===== config.mk =====
export PLATFORM = sky130hd
export DESIGN_NAME = bst_tap
export DESIGN_NICKNAME = d
export VERILOG_FILES = /design/src/rtl/bst_pkg.sv /design/src/rtl/bst_tap.sv
export VERILOG_INCLUDE_DIRS = /design/src /design/src/rtl
export SDC_FILE = /design/constraint.sdc
export NUM_CORES = 1
export LEC_CHECK = 0
export BUFFER_PORTS_ARGS = -buffer_cell sky130_fd_sc_hd__buf_2
export CAP_MARGIN = 40
export CORE_MARGIN = 2
export CORE_UTILIZATION = 50
export DETAILED_ROUTE_END_ITERATION = 7
export PLACE_DENSITY = 0.79
export SETUP_SLACK_MARGIN = 0.05
export SYNTH_ARGS = -nofsm -noshare
export SYNTH_HDL_FRONTEND = slang
export SYNTH_SLANG_ARGS = --single-unit
export TNS_END_PERCENT = 5

===== constraint.sdc =====
create_clock -name core_clk_i -period 16.2 [get_ports core_clk_i]
set_input_delay 0.81 -clock core_clk_i [delete_from_list [all_inputs] [get_ports core_clk_i]]
set_output_delay 0.81 -clock core_clk_i [all_outputs]
set_load 0.01 [all_outputs]

===== src/rtl/bst_defines.svh =====
`ifndef BST_DEFINES_SVH
`define BST_DEFINES_SVH
// Instruction register width and its codes.
`define BST_IR_W 3
`define BST_IR_EXTEST 3'h0
`define BST_IR_IDCODE 3'h1
`define BST_IR_SAMPLEZ 3'h2
`define BST_IR_SAMPLE 3'h4
`define BST_IR_BYPASS 3'h7
// Scan chain lengths; the boundary chain ends in one internal cell.
`define BST_BSR_LEN 129
`define BST_ID_LEN 32
// Value that the internal boundary cell always captures.
`define BST_INT_CELL_CAP 1'h1
// Consecutive high test-mode edges that always end in Test-Logic-Reset.
`define BST_ONES_TO_RESET 3'h5
// Register map, byte offsets decoded from the low address bits.
`define BST_ADDR_W 8
`define BST_OFS_CTRL 8'h00
`define BST_OFS_STATUS 8'h04
`define BST_OFS_IDCODE 8'h08
// Control register fields and reset value of the termination enable.
`define BST_CTRL_ODT_BIT 0
`define BST_CTRL_SRST_BIT 1
`define BST_CTRL_ODT_RST 1'h1
// Bus transfer type bit that marks NONSEQ or SEQ.
`define BST_HTRANS_ACT_BIT 1
`endif


===== src/rtl/bst_pkg.sv =====
package bst_pkg;
    // The three test pins that arrive from the tester.
    typedef struct packed {
        logic tck;
        logic tms;
        logic tdi;
    } bst_jtag_in_t;
    // Controller states; codes follow declaration order from TLR = 0.
    typedef enum logic [3:0] {
        TLR, RTI, SEL_DR, CAP_DR, SH_DR, EX1_DR, PAU_DR, EX2_DR, UPD_DR,
        SEL_IR, CAP_IR, SH_IR, EX1_IR, PAU_IR, EX2_IR, UPD_IR
    } bst_tap_state_t;
    // Data register placed in the serial path.
    typedef enum logic [1:0] {DR_BSR, DR_ID, DR_BYP} bst_dr_sel_t;
    // Layout of the read-only status word.
    typedef struct packed {
        logic [23:0] rsvd;
        logic tdo_oe;
        logic [2:0] instr;
        logic [3:0] state;
    } bst_status_t;
    // Bus address phase held over into its data phase.
    typedef struct packed {
        logic valid;
        logic write;
        logic [7:0] addr;
    } bst_ahb_req_t;
endpackage


===== src/rtl/bst_tap.sv =====
// Decided for this implementation: the placing of the registers and the AHB-Lite interface to the registers.
`timescale 1ns/1ps
`include "bst_defines.svh"
module bst_tap #(
    parameter int Q_W = 36, // Read data pins under boundary control.
    parameter logic [31:0] ID_CODE = 32'h0000_0001 // Arbitrary value; bit 0 must stay set.
) (
    input wire logic core_clk_i,
    input wire logic sys_rst_i,
    input wire bst_pkg::bst_jtag_in_t jtag_i,
    output logic tdo_o,
    output logic tdo_oe_o,
    input wire logic [`BST_BSR_LEN-2:0] io_ring_i,
    input wire logic [Q_W-1:0] func_q_i,
    input wire logic func_q_oe_i,
    input wire logic func_valid_i,
    input wire logic [1:0] func_echo_i,
    output logic [Q_W-1:0] q_o,
    output logic q_oe_o,
    output logic read_valid_strobe_o,
    output logic [1:0] echo_clock_out_o,
    output logic on_die_termination_o,
    input wire logic hsel_i,
    input wire logic [31:0] haddr_i,
    input wire logic [1:0] htrans_i,
    input wire logic hwrite_i,
    input wire logic [2:0] hsize_i,
    input wire logic [31:0] hwdata_i,
    input wire logic hready_i,
    output logic [31:0] hrdata_o,
    output logic hreadyout_o,
    output logic hresp_o
);
    import bst_pkg::*;

    // Pin synchronisers and the delayed clock level for edge finding.
    bst_jtag_in_t jtag_s1_ff, jtag_s2_ff;
    logic tck_d_ff;
    logic tck_rise, tck_fall;
    // Controller, instruction and data register state.
    bst_tap_state_t state_ff, nxt_state;
    logic [`BST_IR_W-1:0] ir_sr_ff, nxt_ir_sr; // Instruction shift stage.
    logic [`BST_IR_W-1:0] ir_ff, nxt_ir; // Instruction in effect.
    logic [`BST_BSR_LEN-1:0] dr_ff, nxt_dr; // Shared data shift stage.
    logic [`BST_BSR_LEN-1:0] upd_ff, nxt_upd; // Boundary update latches.
    logic tdo_ff, nxt_tdo, oe_ff, nxt_oe;
    logic [2:0] ones_ff, nxt_ones; // Run of high test-mode edges.
    bst_dr_sel_t dr_sel;
    // Bus side state.
    bst_ahb_req_t req_ff, nxt_req;
    logic odt_ff, nxt_odt, srst_ff, nxt_srst;
    logic [31:0] rdata_ff, nxt_rdata;
    bst_status_t status;
    logic extest, samplez;

    // Standard controller transitions on the sampled test-mode level.
    function automatic bst_tap_state_t tap_next(input bst_tap_state_t s, input logic m);
        unique case (s)
            TLR: return m ? TLR : RTI;
            RTI: return m ? SEL_DR : RTI;
            SEL_DR: return m ? SEL_IR : CAP_DR;
            CAP_DR: return m ? EX1_DR : SH_DR;
            SH_DR: return m ? EX1_DR : SH_DR;
            EX1_DR: return m ? UPD_DR : PAU_DR;
            PAU_DR: return m ? EX2_DR : PAU_DR;
            EX2_DR: return m ? UPD_DR : SH_DR;
            UPD_DR: return m ? SEL_DR : RTI;
            SEL_IR: return m ? TLR : CAP_IR;
            CAP_IR: return m ? EX1_IR : SH_IR;
            SH_IR: return m ? EX1_IR : SH_IR;
            EX1_IR: return m ? UPD_IR : PAU_IR;
            PAU_IR: return m ? EX2_IR : PAU_IR;
            EX2_IR: return m ? UPD_IR : SH_IR;
            UPD_IR: return m ? SEL_DR : RTI;
        endcase
    endfunction

    // Two flops per pin; only the second stage feeds any logic.
    always_ff @(posedge core_clk_i or posedge sys_rst_i) begin
        if (sys_rst_i) begin
            jtag_s1_ff <= '0;
            jtag_s2_ff <= '0;
            tck_d_ff <= '0;
        end else begin
            jtag_s1_ff <= jtag_i;
            jtag_s2_ff <= jtag_s1_ff;
            tck_d_ff <= jtag_s2_ff.tck;
        end
    end

    // The test clock is sampled, so it must stay well below the core rate.
    assign tck_rise = jtag_s2_ff.tck & ~tck_d_ff;
    assign tck_fall = ~jtag_s2_ff.tck & tck_d_ff;

    // Which data register the instruction in effect selects.
    always_comb begin
        unique case (ir_ff)
            `BST_IR_EXTEST, `BST_IR_SAMPLEZ, `BST_IR_SAMPLE: dr_sel = DR_BSR;
            `BST_IR_IDCODE: dr_sel = DR_ID;
            default: dr_sel = DR_BYP;
        endcase
    end

    // Next values of the controller and its scan registers.
    always_comb begin
        nxt_state = state_ff;
        nxt_ir_sr = ir_sr_ff;
        nxt_ir = ir_ff;
        nxt_dr = dr_ff;
        nxt_upd = upd_ff;
        nxt_tdo = tdo_ff;
        nxt_oe = oe_ff;
        nxt_ones = ones_ff;
        if (srst_ff) begin
            // Software reset of the controller wins over any test-clock edge.
            nxt_state = TLR;
            nxt_oe = 1'b0;
            nxt_ones = '0;
        end else if (tck_rise) begin
            // State moves on the rise only.
            nxt_state = tap_next(state_ff, jtag_s2_ff.tms);
            if (!jtag_s2_ff.tms) begin
                nxt_ones = '0;
            end else if (ones_ff != `BST_ONES_TO_RESET) begin
                nxt_ones = ones_ff + 3'h1;
            end
            if (state_ff == CAP_IR) begin
                nxt_ir_sr = `BST_IR_IDCODE;
            end else if (state_ff == SH_IR) begin
                nxt_ir_sr = {jtag_s2_ff.tdi, ir_sr_ff[`BST_IR_W-1:1]};
            end else if (state_ff == CAP_DR) begin
                unique case (dr_sel)
                    DR_BSR: nxt_dr = {`BST_INT_CELL_CAP, io_ring_i};
                    DR_ID: nxt_dr = `BST_BSR_LEN'(ID_CODE);
                    default: nxt_dr = '0;
                endcase
            end else if (state_ff == SH_DR) begin
                nxt_dr = dr_ff >> 1;
                unique case (dr_sel)
                    DR_BSR: nxt_dr[`BST_BSR_LEN-1] = jtag_s2_ff.tdi;
                    DR_ID: nxt_dr[`BST_ID_LEN-1] = jtag_s2_ff.tdi;
                    default: nxt_dr[0] = jtag_s2_ff.tdi;
                endcase
            end
        end else if (tck_fall) begin
            nxt_oe = (state_ff == SH_IR) || (state_ff == SH_DR);
            nxt_tdo = (state_ff == SH_IR) ? ir_sr_ff[0] : dr_ff[0];
            if (state_ff == UPD_IR) begin
                nxt_ir = ir_sr_ff;
            end
            if (state_ff == UPD_DR && dr_sel == DR_BSR) begin
                nxt_upd = dr_ff;
            end
        end
        if (nxt_state == TLR) begin
            nxt_ir = `BST_IR_IDCODE;
            nxt_ir_sr = `BST_IR_IDCODE;
        end
    end

    always_ff @(posedge core_clk_i or posedge sys_rst_i) begin
        if (sys_rst_i) begin
            state_ff <= TLR;
            ir_sr_ff <= `BST_IR_IDCODE;
            ir_ff <= `BST_IR_IDCODE;
            dr_ff <= '0;
            upd_ff <= '0;
            tdo_ff <= '0;
            oe_ff <= '0;
            ones_ff <= '0;
        end else begin
            state_ff <= nxt_state;
            ir_sr_ff <= nxt_ir_sr;
            ir_ff <= nxt_ir;
            dr_ff <= nxt_dr;
            upd_ff <= nxt_upd;
            tdo_ff <= nxt_tdo;
            oe_ff <= nxt_oe;
            ones_ff <= nxt_ones;
        end
    end

    // Status snapshot; reserved bits read as zero.
    always_comb begin
        status = '0;
        status.state = state_ff;
        status.instr = ir_ff;
        status.tdo_oe = oe_ff;
    end

    // Bus slave: zero wait states, one register word per aligned address.
    always_comb begin
        nxt_req.valid = hsel_i & htrans_i[`BST_HTRANS_ACT_BIT] & hready_i;
        nxt_req.write = hwrite_i;
        nxt_req.addr = haddr_i[`BST_ADDR_W-1:0];
        nxt_odt = odt_ff;
        nxt_srst = 1'b0;
        nxt_rdata = '0;
        if (req_ff.valid && req_ff.write && req_ff.addr == `BST_OFS_CTRL) begin
            // Write data arrives in the data phase; reset bit is a pulse.
            nxt_odt = hwdata_i[`BST_CTRL_ODT_BIT];
            nxt_srst = hwdata_i[`BST_CTRL_SRST_BIT];
        end
        if (nxt_req.valid && !hwrite_i) begin
            // Forwarding the pending write keeps back-to-back reads coherent.
            unique case (nxt_req.addr)
                `BST_OFS_CTRL: nxt_rdata = 32'(nxt_odt);
                `BST_OFS_STATUS: nxt_rdata = status;
                `BST_OFS_IDCODE: nxt_rdata = ID_CODE;
                default: nxt_rdata = '0;
            endcase
        end
    end

    // Bus registers.
    always_ff @(posedge core_clk_i or posedge sys_rst_i) begin
        if (sys_rst_i) begin
            req_ff <= '0;
            odt_ff <= `BST_CTRL_ODT_RST;
            srst_ff <= '0;
            rdata_ff <= '0;
        end else begin
            req_ff <= nxt_req;
            odt_ff <= nxt_odt;
            srst_ff <= nxt_srst;
            rdata_ff <= nxt_rdata;
        end
    end

    assign hrdata_o = rdata_ff;
    assign hreadyout_o = 1'b1;
    assign hresp_o = 1'b0;
    assign tdo_o = tdo_ff;
    assign tdo_oe_o = oe_ff;

    // Pin steering: EXTEST drives from the update cells, termination off; SAMPLEZ turns read drivers and termination off; else core and control register.
    assign extest = (ir_ff == `BST_IR_EXTEST);
    assign samplez = (ir_ff == `BST_IR_SAMPLEZ);
    assign q_o = extest ? upd_ff[Q_W-1:0] : func_q_i;
    assign read_valid_strobe_o = extest ? upd_ff[Q_W] : func_valid_i;
    assign echo_clock_out_o = extest ? upd_ff[Q_W+2:Q_W+1] : func_echo_i;
    assign q_oe_o = samplez ? 1'b0 : (extest ? upd_ff[`BST_BSR_LEN-1] : func_q_oe_i);
    assign on_die_termination_o = odt_ff & ~(extest | samplez);
endmodule


-- Word level (Yosys, flattened, before mapping)
Cells that the tools add are included.
W data, S select, Z words.
- eq/ne operators: 24
- multiplexer cells: 45
- bitwise logic cells: 13
- reduce and logical (&&, ||, !) cells: 29
- operator list (kind ; number):
    $mux W129 ; 2
    $pmux W129 S2 ; 1
    $pmux W4 S12 ; 1
    $mux W3 ; 12
    $mux W36 ; 1
    $eq A4 B4 Y1 const B ; 8
    $mux W4 ; 6
    $pmux W8 S3 ; 1
    $eq A4 B3 Y1 const B ; 4
    $logic_not A8 Y1 ; 2
    $mux W1 ; 15
    $reduce_bool A2 Y1 ; 5
    $eq A4 B2 Y1 const B ; 2
    $eq A8 B3 Y1 const B ; 1
    $eq A8 B4 Y1 const B ; 1
    $logic_not A4 Y1 ; 2
    $mux W2 ; 4
    $mux W8 ; 1
    $reduce_and A4 Y1 ; 2
    $not A1 Y1 ; 7
    $ne A2 B1 Y1 const B ; 3
    $reduce_and A3 Y1 ; 2
    $reduce_or A2 Y1 ; 3
    $reduce_or A3 Y1 ; 2
    16 further kinds ; 23
- bits in registers: 321
- input port bits: 245
- output and inout bits: 77
- word-level logic and storage cells: 131

-- Logic depth before layout (Yosys ltp)
Gate-level depths: netlist (run 1).
- word-level depth: 8
- gate-level depth with buffers: 8
- depth with buffers taken out: 5

-- Worst setup path after synthesis (run 1)
OpenSTA, ideal clock, no wires.
- path kind: register -> output
- start: reg ir_ff[2]
- end: out echo_clock_out_o[0]
- arrival: 1626 ps
- data required time: 15390 ps
- path slack: 13764 ps
- stages on the path, launching flop included: 6
- buffers on the path: 3
- path through: dfrtp_1 clkbuf_1 nor3_1 buf_2 buf_2 mux2_2
- cells in the longest elaborated chain, start to end: 2
- ends and longest elaborated chain (element ; line ; RTL):
    start, declared ; bst_tap.sv:43 ; logic [`BST_IR_W-1:0] ir_ff, nxt_ir;
    start signal, assigned ; bst_tap.sv:165 ; ir_ff <= `BST_IR_IDCODE;
    start signal, assigned ; bst_tap.sv:174 ; ir_ff <= nxt_ir;
    $logic_not A3 Y1 ; -- ;
    $mux W2 ; bst_tap.sv:241 ; assign echo_clock_out_o = extest ? upd_ff[Q_W+2:Q_W+1] : func_echo_i;
    end, declared ; bst_tap.sv:21 ; output logic [1:0] echo_clock_out_o,
Every way passes these cells.

-- Worst setup path after layout (run 1)
- start: reg state_ff[0]
- end: reg dr_ff[102]
- cells in the longest elaborated chain, start to end: 3
- elaborated cells on any way between the ends: 9
- classes of those cells: eq/ne: 4; mux: 1; bitwise: 2; reduce/logical: 2
- ends and longest elaborated chain (element ; line ; RTL):
    start, declared ; bst_tap.sv:41 ; bst_tap_state_t state_ff, nxt_state;
    start signal, assigned ; bst_tap.sv:172 ; state_ff <= nxt_state;
    $eq A4 B2 Y1, or another cell as far along ; bst_tap.sv:131 ; end else if (state_ff == CAP_DR) begin
    $reduce_bool A2 Y1 (no line) or $not A1 Y1 (tied branches) ; -- ;
    $reduce_and A5 Y1 (no line) ; -- ;
    end signal, assigned ; bst_tap.sv:175 ; dr_ff <= nxt_dr;
    end, declared ; bst_tap.sv:44 ; logic [`BST_BSR_LEN-1:0] dr_ff, nxt_dr;
Parallel ways exist; a longest one is shown, timed or not.
A chain may end at the register's enable or synchronous reset.

==> results of run 1 <==
kinds of logic after synthesis:
kind of cell | after synthesis | share of synthesized area (%)
xor+xnor | 1 | 0.08780
flops | 208 | 52.21
compound gates | 173 | 11.22
simple gates | 454 | 20.14
other cells | 2 | 0.07527
fa+ha+maj | 1 | 0.1003
mux | 85 | 9.518
buf+inv | 128 | 6.647
layout make-up:
| class | count | area [um2] |
|---|---|---|
| inverters | 12 | 52.55 |
| clock buffers | 34 | 656.9 |
| flip-flops and latches | 208 | 5209 |
| multi-input cells | 740 | 4227 |
| well taps | 265 | 331.6 |
| diodes | 3 | 7.507 |
| fillers | 1656 | 7505 |
| repair buffers | 250 | 1369 |
| clock inverters | 8 | 168.9 |
metrics by stage:
step / utilization, % / worst slack, ps / hold slack, ps / instance area [um2]
floorplan: - / 9714 / 331.2 / 10070
global placement: 56.67 / 12090 / 334.9 / 11070
detailed placement: 57.30 / 12790 / 337.0 / 11190
CTS: 61.53 / 12740 / 281.7 / 12010
global route: 61.57 / 12390 / 293.6 / 12020
finish: 61.57 / 12690 / 276.3 / 12020
layout by cell type (no fill, tap or decap), drive strengths merged, types with 2 or more instances in the layout:
cell type    n
nand2      137
nand3      133
or2          2
clkinv       2
a21oi       11
bufinv       5
nand4        2
mux2        79
a22oi        2
o22ai        3
dfrtp      205
nor2b        2
dfstp        3
a31oi      130
buf        250
clkbuf      34
nor4b        2
mux2i        6
diode        3
a211oi       2
o21ai       10
nor3b        2
nor3         5
nand2b       8
a221oi       2
and2         7
conb        26
nor4         5
inv         13
nand3b       2
nor2       143
power by group through the flow:
stage                     clock network [mW]  logic, mW  registers [mW]
after global routing                   0.599      0.510           0.722
after floorplan                            0      0.377           0.670
after detailed placement                   0      0.452           0.713
after global placement                     0      0.429           0.708
final                                  0.568      0.450           0.707
after CTS                              0.577      0.455           0.705
worst max-delay path: stages (launching register included):
cell      delay [ps]
dfrtp_1          620
inv_1            300
nand3_1          150
a211oi_4         610
buf_4            310
buf_16           320
buf_4            430
buf_16           350
nor2_1            80
a31oi_1          180
how the worst min path moves through the flow:
stage / startpoint / to / slack, ps / cells past startpoint
5_1_grt: sys_rst_i / dr_ff[119] / 290 / 2
3_3_place_gp: jtag_s1_ff[0] / jtag_s2_ff[0] / 330 / 0
2_1_floorplan: jtag_s1_ff[0] / jtag_s2_ff[0] / 330 / 0
6_report: sys_rst_i / dr_ff[117] / 280 / 2
4_1_cts: sys_rst_i / dr_ff[117] / 280 / 2
3_5_place_dp: jtag_s1_ff[1] / jtag_s2_ff[1] / 340 / 0
registers in the layout, summed over array words and instances (netlist names), 3 cells and up:
register and flops:
jtag_s1_ff 3, state_ff 4, dr_ff 129, req_ff 10, upd_ff 40, ir_ff 3
ir_sr_ff 3, jtag_s2_ff 3, hrdata_o 8
metal layers:
metal / vias to the layer above / wire, um
met5: - / 27
met4: 4 / 491
met3: 46 / 1679
met2: 300 / 11370
met1: 4073 / 10410
li1: 4000 / -
==> summary.txt, run 1 <==
Run status
  – Status: complete, no violations

Global routing
  – Met1 usage: 31.06%
  – Antenna violations before repair: 6
  – Largest net degree at the start of global routing: 106
  – Vias in the first global route: 8,068
  – Overflow after GRT: 0
  – First-pass GRT wire length: 39,740 um
  – GR Util All Layers: 22.26%
  – Gr busiest metal: met2
  – Met3 Track Usage GR: 4.528%
  – GR Util met2: 35.69%

Drt
  – Detailed Route WL: 23,980 um
  – DR WL/cell: 15.77 um
  – Number of vias per cell: 5.541
  – Routed vias: 8,423
  – DRT antenna net count: 0
  – Initial DRC count: 473
  – Drt first pass iters: 5
  – # DRC: 0

Yosys
  – Dominant synthesized flop cell: dfrtp_1
  – Area contributors post-synth: dfrtp_1 51%, mux2_2 8.9%, a31oi_1 8.2%
  – Unique masters post-synth: 54
  – Yosys warning total: 0
  – Seq/Total Area, Yosys: 52.21%
  – Synthesized area: 9977 um2
  – Syn avg cell area: 9.484 um2
  – Post-synth ARST share: 100.0%
  – Cell with the most instances after synthesis: dfrtp_1
  – Cell count after synthesis: 1,052
  – Synth top area share: 51.42%
  – Register bit total from synthesis: 208
  – Area leader, netlist: dfrtp_1
  – Top post-synthesis cells by count: 205 x dfrtp_1, 143 x nor2_1, 136 x nand2_1, 133 x nand3_1, 130 x a31oi_1
  – Number of synthesized flops with an enable pin: 0

STA
  – Clk_skew: 16.40 ps
  – Final Max Tran Viols: 0
  – Minimum clock period: 3510 ps
  – Max Clk Rate: 284.9 MHz
  – RSZ-0062 raised after global routing: false
  – Slew @ Worst Pin: 804.0 ps
  – Slew margin rel.: 46.28%
  – Final worst path period share: 21.67%
  – TNS Setup: 0 ps
  – Final setup vio count: 0
  – Endpoints failing hold: 0

Power and ir drop
  – Power Internal: 1.153 mW
  – Power consumption: 1.725 mW
  – P_leak: 5.728 nW
  – Pwr per Cell Area: 143.5 nW/um2
  – Max VDD drop: 0.07447 mV
  – Clock power share: 32.9%
  – Flop pwr share: 41.0%
  – Net switching share of the total power: 33.12%
  – Comb power frac: 26.1%
  – P_sw: 571.2 uW

Worst setup path
  – WS Path Type: flop to flop
  – CP startpoint: state_ff[0]
  – Worst endpoint required time: 16,610 ps
  – Reg-to-reg slack, setup: 12,690 ps
  – Reg-to-reg startpoint: state_ff[0]
  – Critical Path Sink: dr_ff[102]
  – Worst setup EP type: flop
  – Crit path DAT: 3930 ps
  – Crit start category: flop
  – Worst r2r path cells: 9
  – R2r endpoint: dr_ff[102]
  – Crit-path max FO: 101

Floorplanning
  – Ports: 322
  – Row count: 51
  – DIE AREA: 21,100 um2
  – Starting Density: 51.10%
  – Die Wd: 145.3 um
  – Die Span Y: 145.3 um
  – Core Region: 19,530 um2

Clock tree
  – Clock Path Buffers: 3
  – Clk sinks: 208
  – Clock insertion delay at the later pin of the skew report: 510 ps
  – CTS H-tree lvls: 1
  – PostCTS Resize Cnt: 0
  – Post-CTS Hold Buffers: 0
  – Reg clk slew, reported paths: 60 ps
  – TritonCTS clock tree: yes
  – Num CTS Buffers: 23
  – Root Driver: clkbuf_16
  – Post-CTS setup buffers: 0

Worst hold path
  – Min-delay worst type: input pin to asynchronous set/reset pin

Finish
  – Share of layout cells above drive strength 1: 30.43%
  – Final #Nets: 1,480
  – Post-route insts no fill: 1,520
  – Area Overhead vs Synth: 20.49%

Flow run
  – Max-cap viol count: 0

Placement
  – Port-buffer cells: 237
  – RePlAce Congestion: 0.8194
  – Placed Instances: 1,475
  – Post-DP HPWL: 15,640 um
Note: power is estimated with default switching activity, not from simulation.
==> inputs of run 2 (changes only) <==
- CORE_UTILIZATION: 50 -> 46
- PLACE_DENSITY: 0.79 -> 0.76
- clock period: 16.2 -> 2.96 ns (I/O delays scaled with it)
==> run 2 against run 1 <==
  * Power rose to 5.6 times the previous value
  * Flip-flop and latch count unchanged
  * Non-clock buffer count rose by 149
  * Utilization grew 2.2 points
  * Clock power grew to 5.2 times the previous value
  * Cell area increased by 12%
  * Sequential power rose to 5.4 times the previous value
  * Register-to-register slack got worse by 12000 ps
  * Combinational power increased to 6.3 times the previous value
  * Setup slack worse by 12000 ps
  * Sequential share of layout area shrank 4.7 points
  * Wire length is 18% higher
==> summary.txt, run 2 (synthesis results as in run 1) <==
Worst setup path
  – Crit path DAT: 2280 ps (-1650 ps)
  – Worst setup EP type: output pin
  – CP max stage cell: dfrtp_1
  – Crit start category: flop
  – CP delay by family, top: buffers and inverters
  – Max incr delay on CP: 500 ps (-120 ps)
  – Crit-path max FO: 39 (-61%)
  – WS Path Type: flop to output pin
  – WP buf/inv: 2 (-3)
  – Worst endpoint required time: 2810 ps (-13,800 ps)
  – CP Cell Sequence: nor3_2 > buf_4 > mux2_2 > buf_2

Clock tree
  – Clock insertion delay at the later pin of the skew report: 500 ps (about the same)
  – Num CTS Buffers: 22 (-4.3%)
  – TritonCTS clock tree: yes
  – Clk sinks: 208 (unchanged)
  – Clock Path Buffers: 3 (unchanged)
  – PostCTS Resize Cnt: 0 (unchanged)
  – CTS H-tree lvls: 1 (unchanged)
  – Root Driver: clkbuf_16
  – Reg clk slew, reported paths: 60 ps (about the same)

Finish
  – Regs by FF count: dr_ff: 129 flops, upd_ff: 40 flops, req_ff: 10 flops
  – Multi-input gate area: 4227 um2 (unchanged)
  – Max reg flops: 129 (unchanged)
  – Final #Nets: 1,628 (+10%)
  – Share of layout cells above drive strength 1: 27.54% (-2.9 points)
  – Commonest non-fill, non-tap cell in the layout: buf_2
  – Area Overhead vs Synth: 35.28%
  – Register Area: 5209 um2 (unchanged)
  – Filler instances: 1,618 (-2.3%)
  – Reg with most FFs: dr_ff
  – Most frequent cells in the layout: 237 x buf_2, 205 x dfrtp_1, 144 x dlygate4sd3_1

Global routing
  – GR Util All Layers: 24.37% (+2.1 points)
  – Overflow after GRT: 0 (unchanged)
  – Largest net degree at the start of global routing: 140 (+32%)
  – Antenna violations before repair: 2 (-4)
  – First-pass GRT wire length: 44,670 um (+12%)
  – Vias in the first global route: 9,139 (+13%)

Drt
  – Initial DRC count: 514 (+8.7%)
  – # DRC: 0 (unchanged)
  – Routed vias: 9,220 (+9.5%)
  – Drt first pass iters: 5 (unchanged)
  – Number of vias per cell: 5.504 (-0.67%)
  – DR WL/cell: 16.84 um (+6.7%)
  – DRT antenna net count: 0 (unchanged)
  – Detailed Route WL: 28,200 um (+18%)

Power and ir drop
  – Max VDD drop: 0.6244 mV (+740%)
  – P_leak: 6.338 nW (+11%)
  – Power consumption: 9.627 mW (+460%)
  – Pwr per Cell Area: 713.3 nW/um2 (+400%)

Placement
  – Post-DP HPWL: 15,720 um (+0.52%)
  – RePlAce Congestion: 0.8274 (+0.98%)
  – Port-buffer cells: 237 (unchanged)

STA
  – Clk_skew: 10.71 ps (-5.695 ps)
  – RSZ-0062 raised after global routing: false
  – Slew margin rel.: 41.91% (-4.4 points)
  – Final setup vio count: 0 (unchanged)
  – Slew @ Worst Pin: 869.5 ps (+65.43 ps)
  – Max Clk Rate: 411.6 MHz
  – Endpoints failing hold: 0 (unchanged)
  – Minimum clock period: 2429 ps
  – TNS Setup: 0 ps (unchanged)
  – Final Max Tran Viols: 0 (unchanged)
  – Final worst path period share: 82.08%

Floorplanning
  – DIE AREA: 22,880 um2 (+8.4%)
  – Die Span Y: 151.3 um (+4.1%)
  – Core Region: 21,150 um2 (+8.3%)
  – Ports: 322 (unchanged)
  – Die Wd: 151.3 um (+4.1%)
  – Starting Density: 47.16% (-3.9 points)
  – Row count: 53 (+3.9%)

Flow run
  – Max-cap viol count: 0 (unchanged)

Run status
  – Status: complete, no violations

Worst hold path
  – Min-delay worst type: input pin to flop
==> run 2: metal layers <==
metal	wire length (um)	vias up	global-route usage, %
met1	11370	4450	30.01
met4	1042	0	9.860
met5	0	-	0
met3	1926	90	4.458
met2	13860	391	42.29
li1	-	4289	-
==> run 2: cell type report <==
class	count	share of cell area, %
Sequential cell	208	38.59
Multi-Input combinational cell	740	31.32
Timing Repair Buffer	399	21.40
Clock buffer	31	4.709
Tap cell	275	2.549
Clock inverter	8	1.038
Inverter	12	0.3615
Antenna cell	2	0.03708
==> run 2: worst min-delay path: stages <==
cell	delay, ps
buf_2	100
and3_1	180
nand3_1	110
nor2_1	60
==> run 2: stage by stage <==
| step | area [um2] | hold WS (ps) | std cells | util [%] | worst slack [ps] |
|---|---|---|---|---|---|
| 2_1_floorplan | 10070 | 179.4 | 1076 | - | 114.2 |
| 3_3_place_gp | 11270 | 257.5 | 1490 | 53.30 | 739.1 |
| 3_5_place_dp | 11270 | 258.1 | 1490 | 53.30 | 686.1 |
| 4_1_cts | 13490 | 89.72 | 1673 | 63.78 | 489.6 |
| 5_1_grt | 13490 | 146.1 | 1674 | 63.79 | 364.3 |
| 6_report | 13500 | 150.7 | 1675 | 63.80 | 530.5 |
==> run 2: what timing repair did <==
| action | 4_1_cts | 5_1_grt |
|---|---|---|
| hold buffers | 144 | 0 |
| endpoints found under the hold margin | 348 | 0 |
| buffers inserted | 0 | 0 |
==> run 2: path summary, 6_finish.rpt <==
check	depth (start not counted)	to	startpoint	slack (ps)
min in group asynchronous	4	upd_ff[33]	sys_rst_i	350
setup / recovery	4	echo_clock_out_o[0]	ir_ff[2]	530
max in group asynchronous	4	dr_ff[64]	sys_rst_i	2010
setup reg to reg	7	dr_ff[108]	jtag_s2_ff[2]	550
hold / removal	4	hrdata_o[0]	hsel_i	150
hold reg to reg	0	jtag_s2_ff[2]	jtag_s1_ff[2]	350
==> run 2: power breakdown <==
part	internal, mW	total [mW]	switching [mW]
clock	1.84	2.96	1.12
combinational	1.17	2.83	1.66
sequential	3.38	3.83	0.447
total	6.40	9.63	3.23
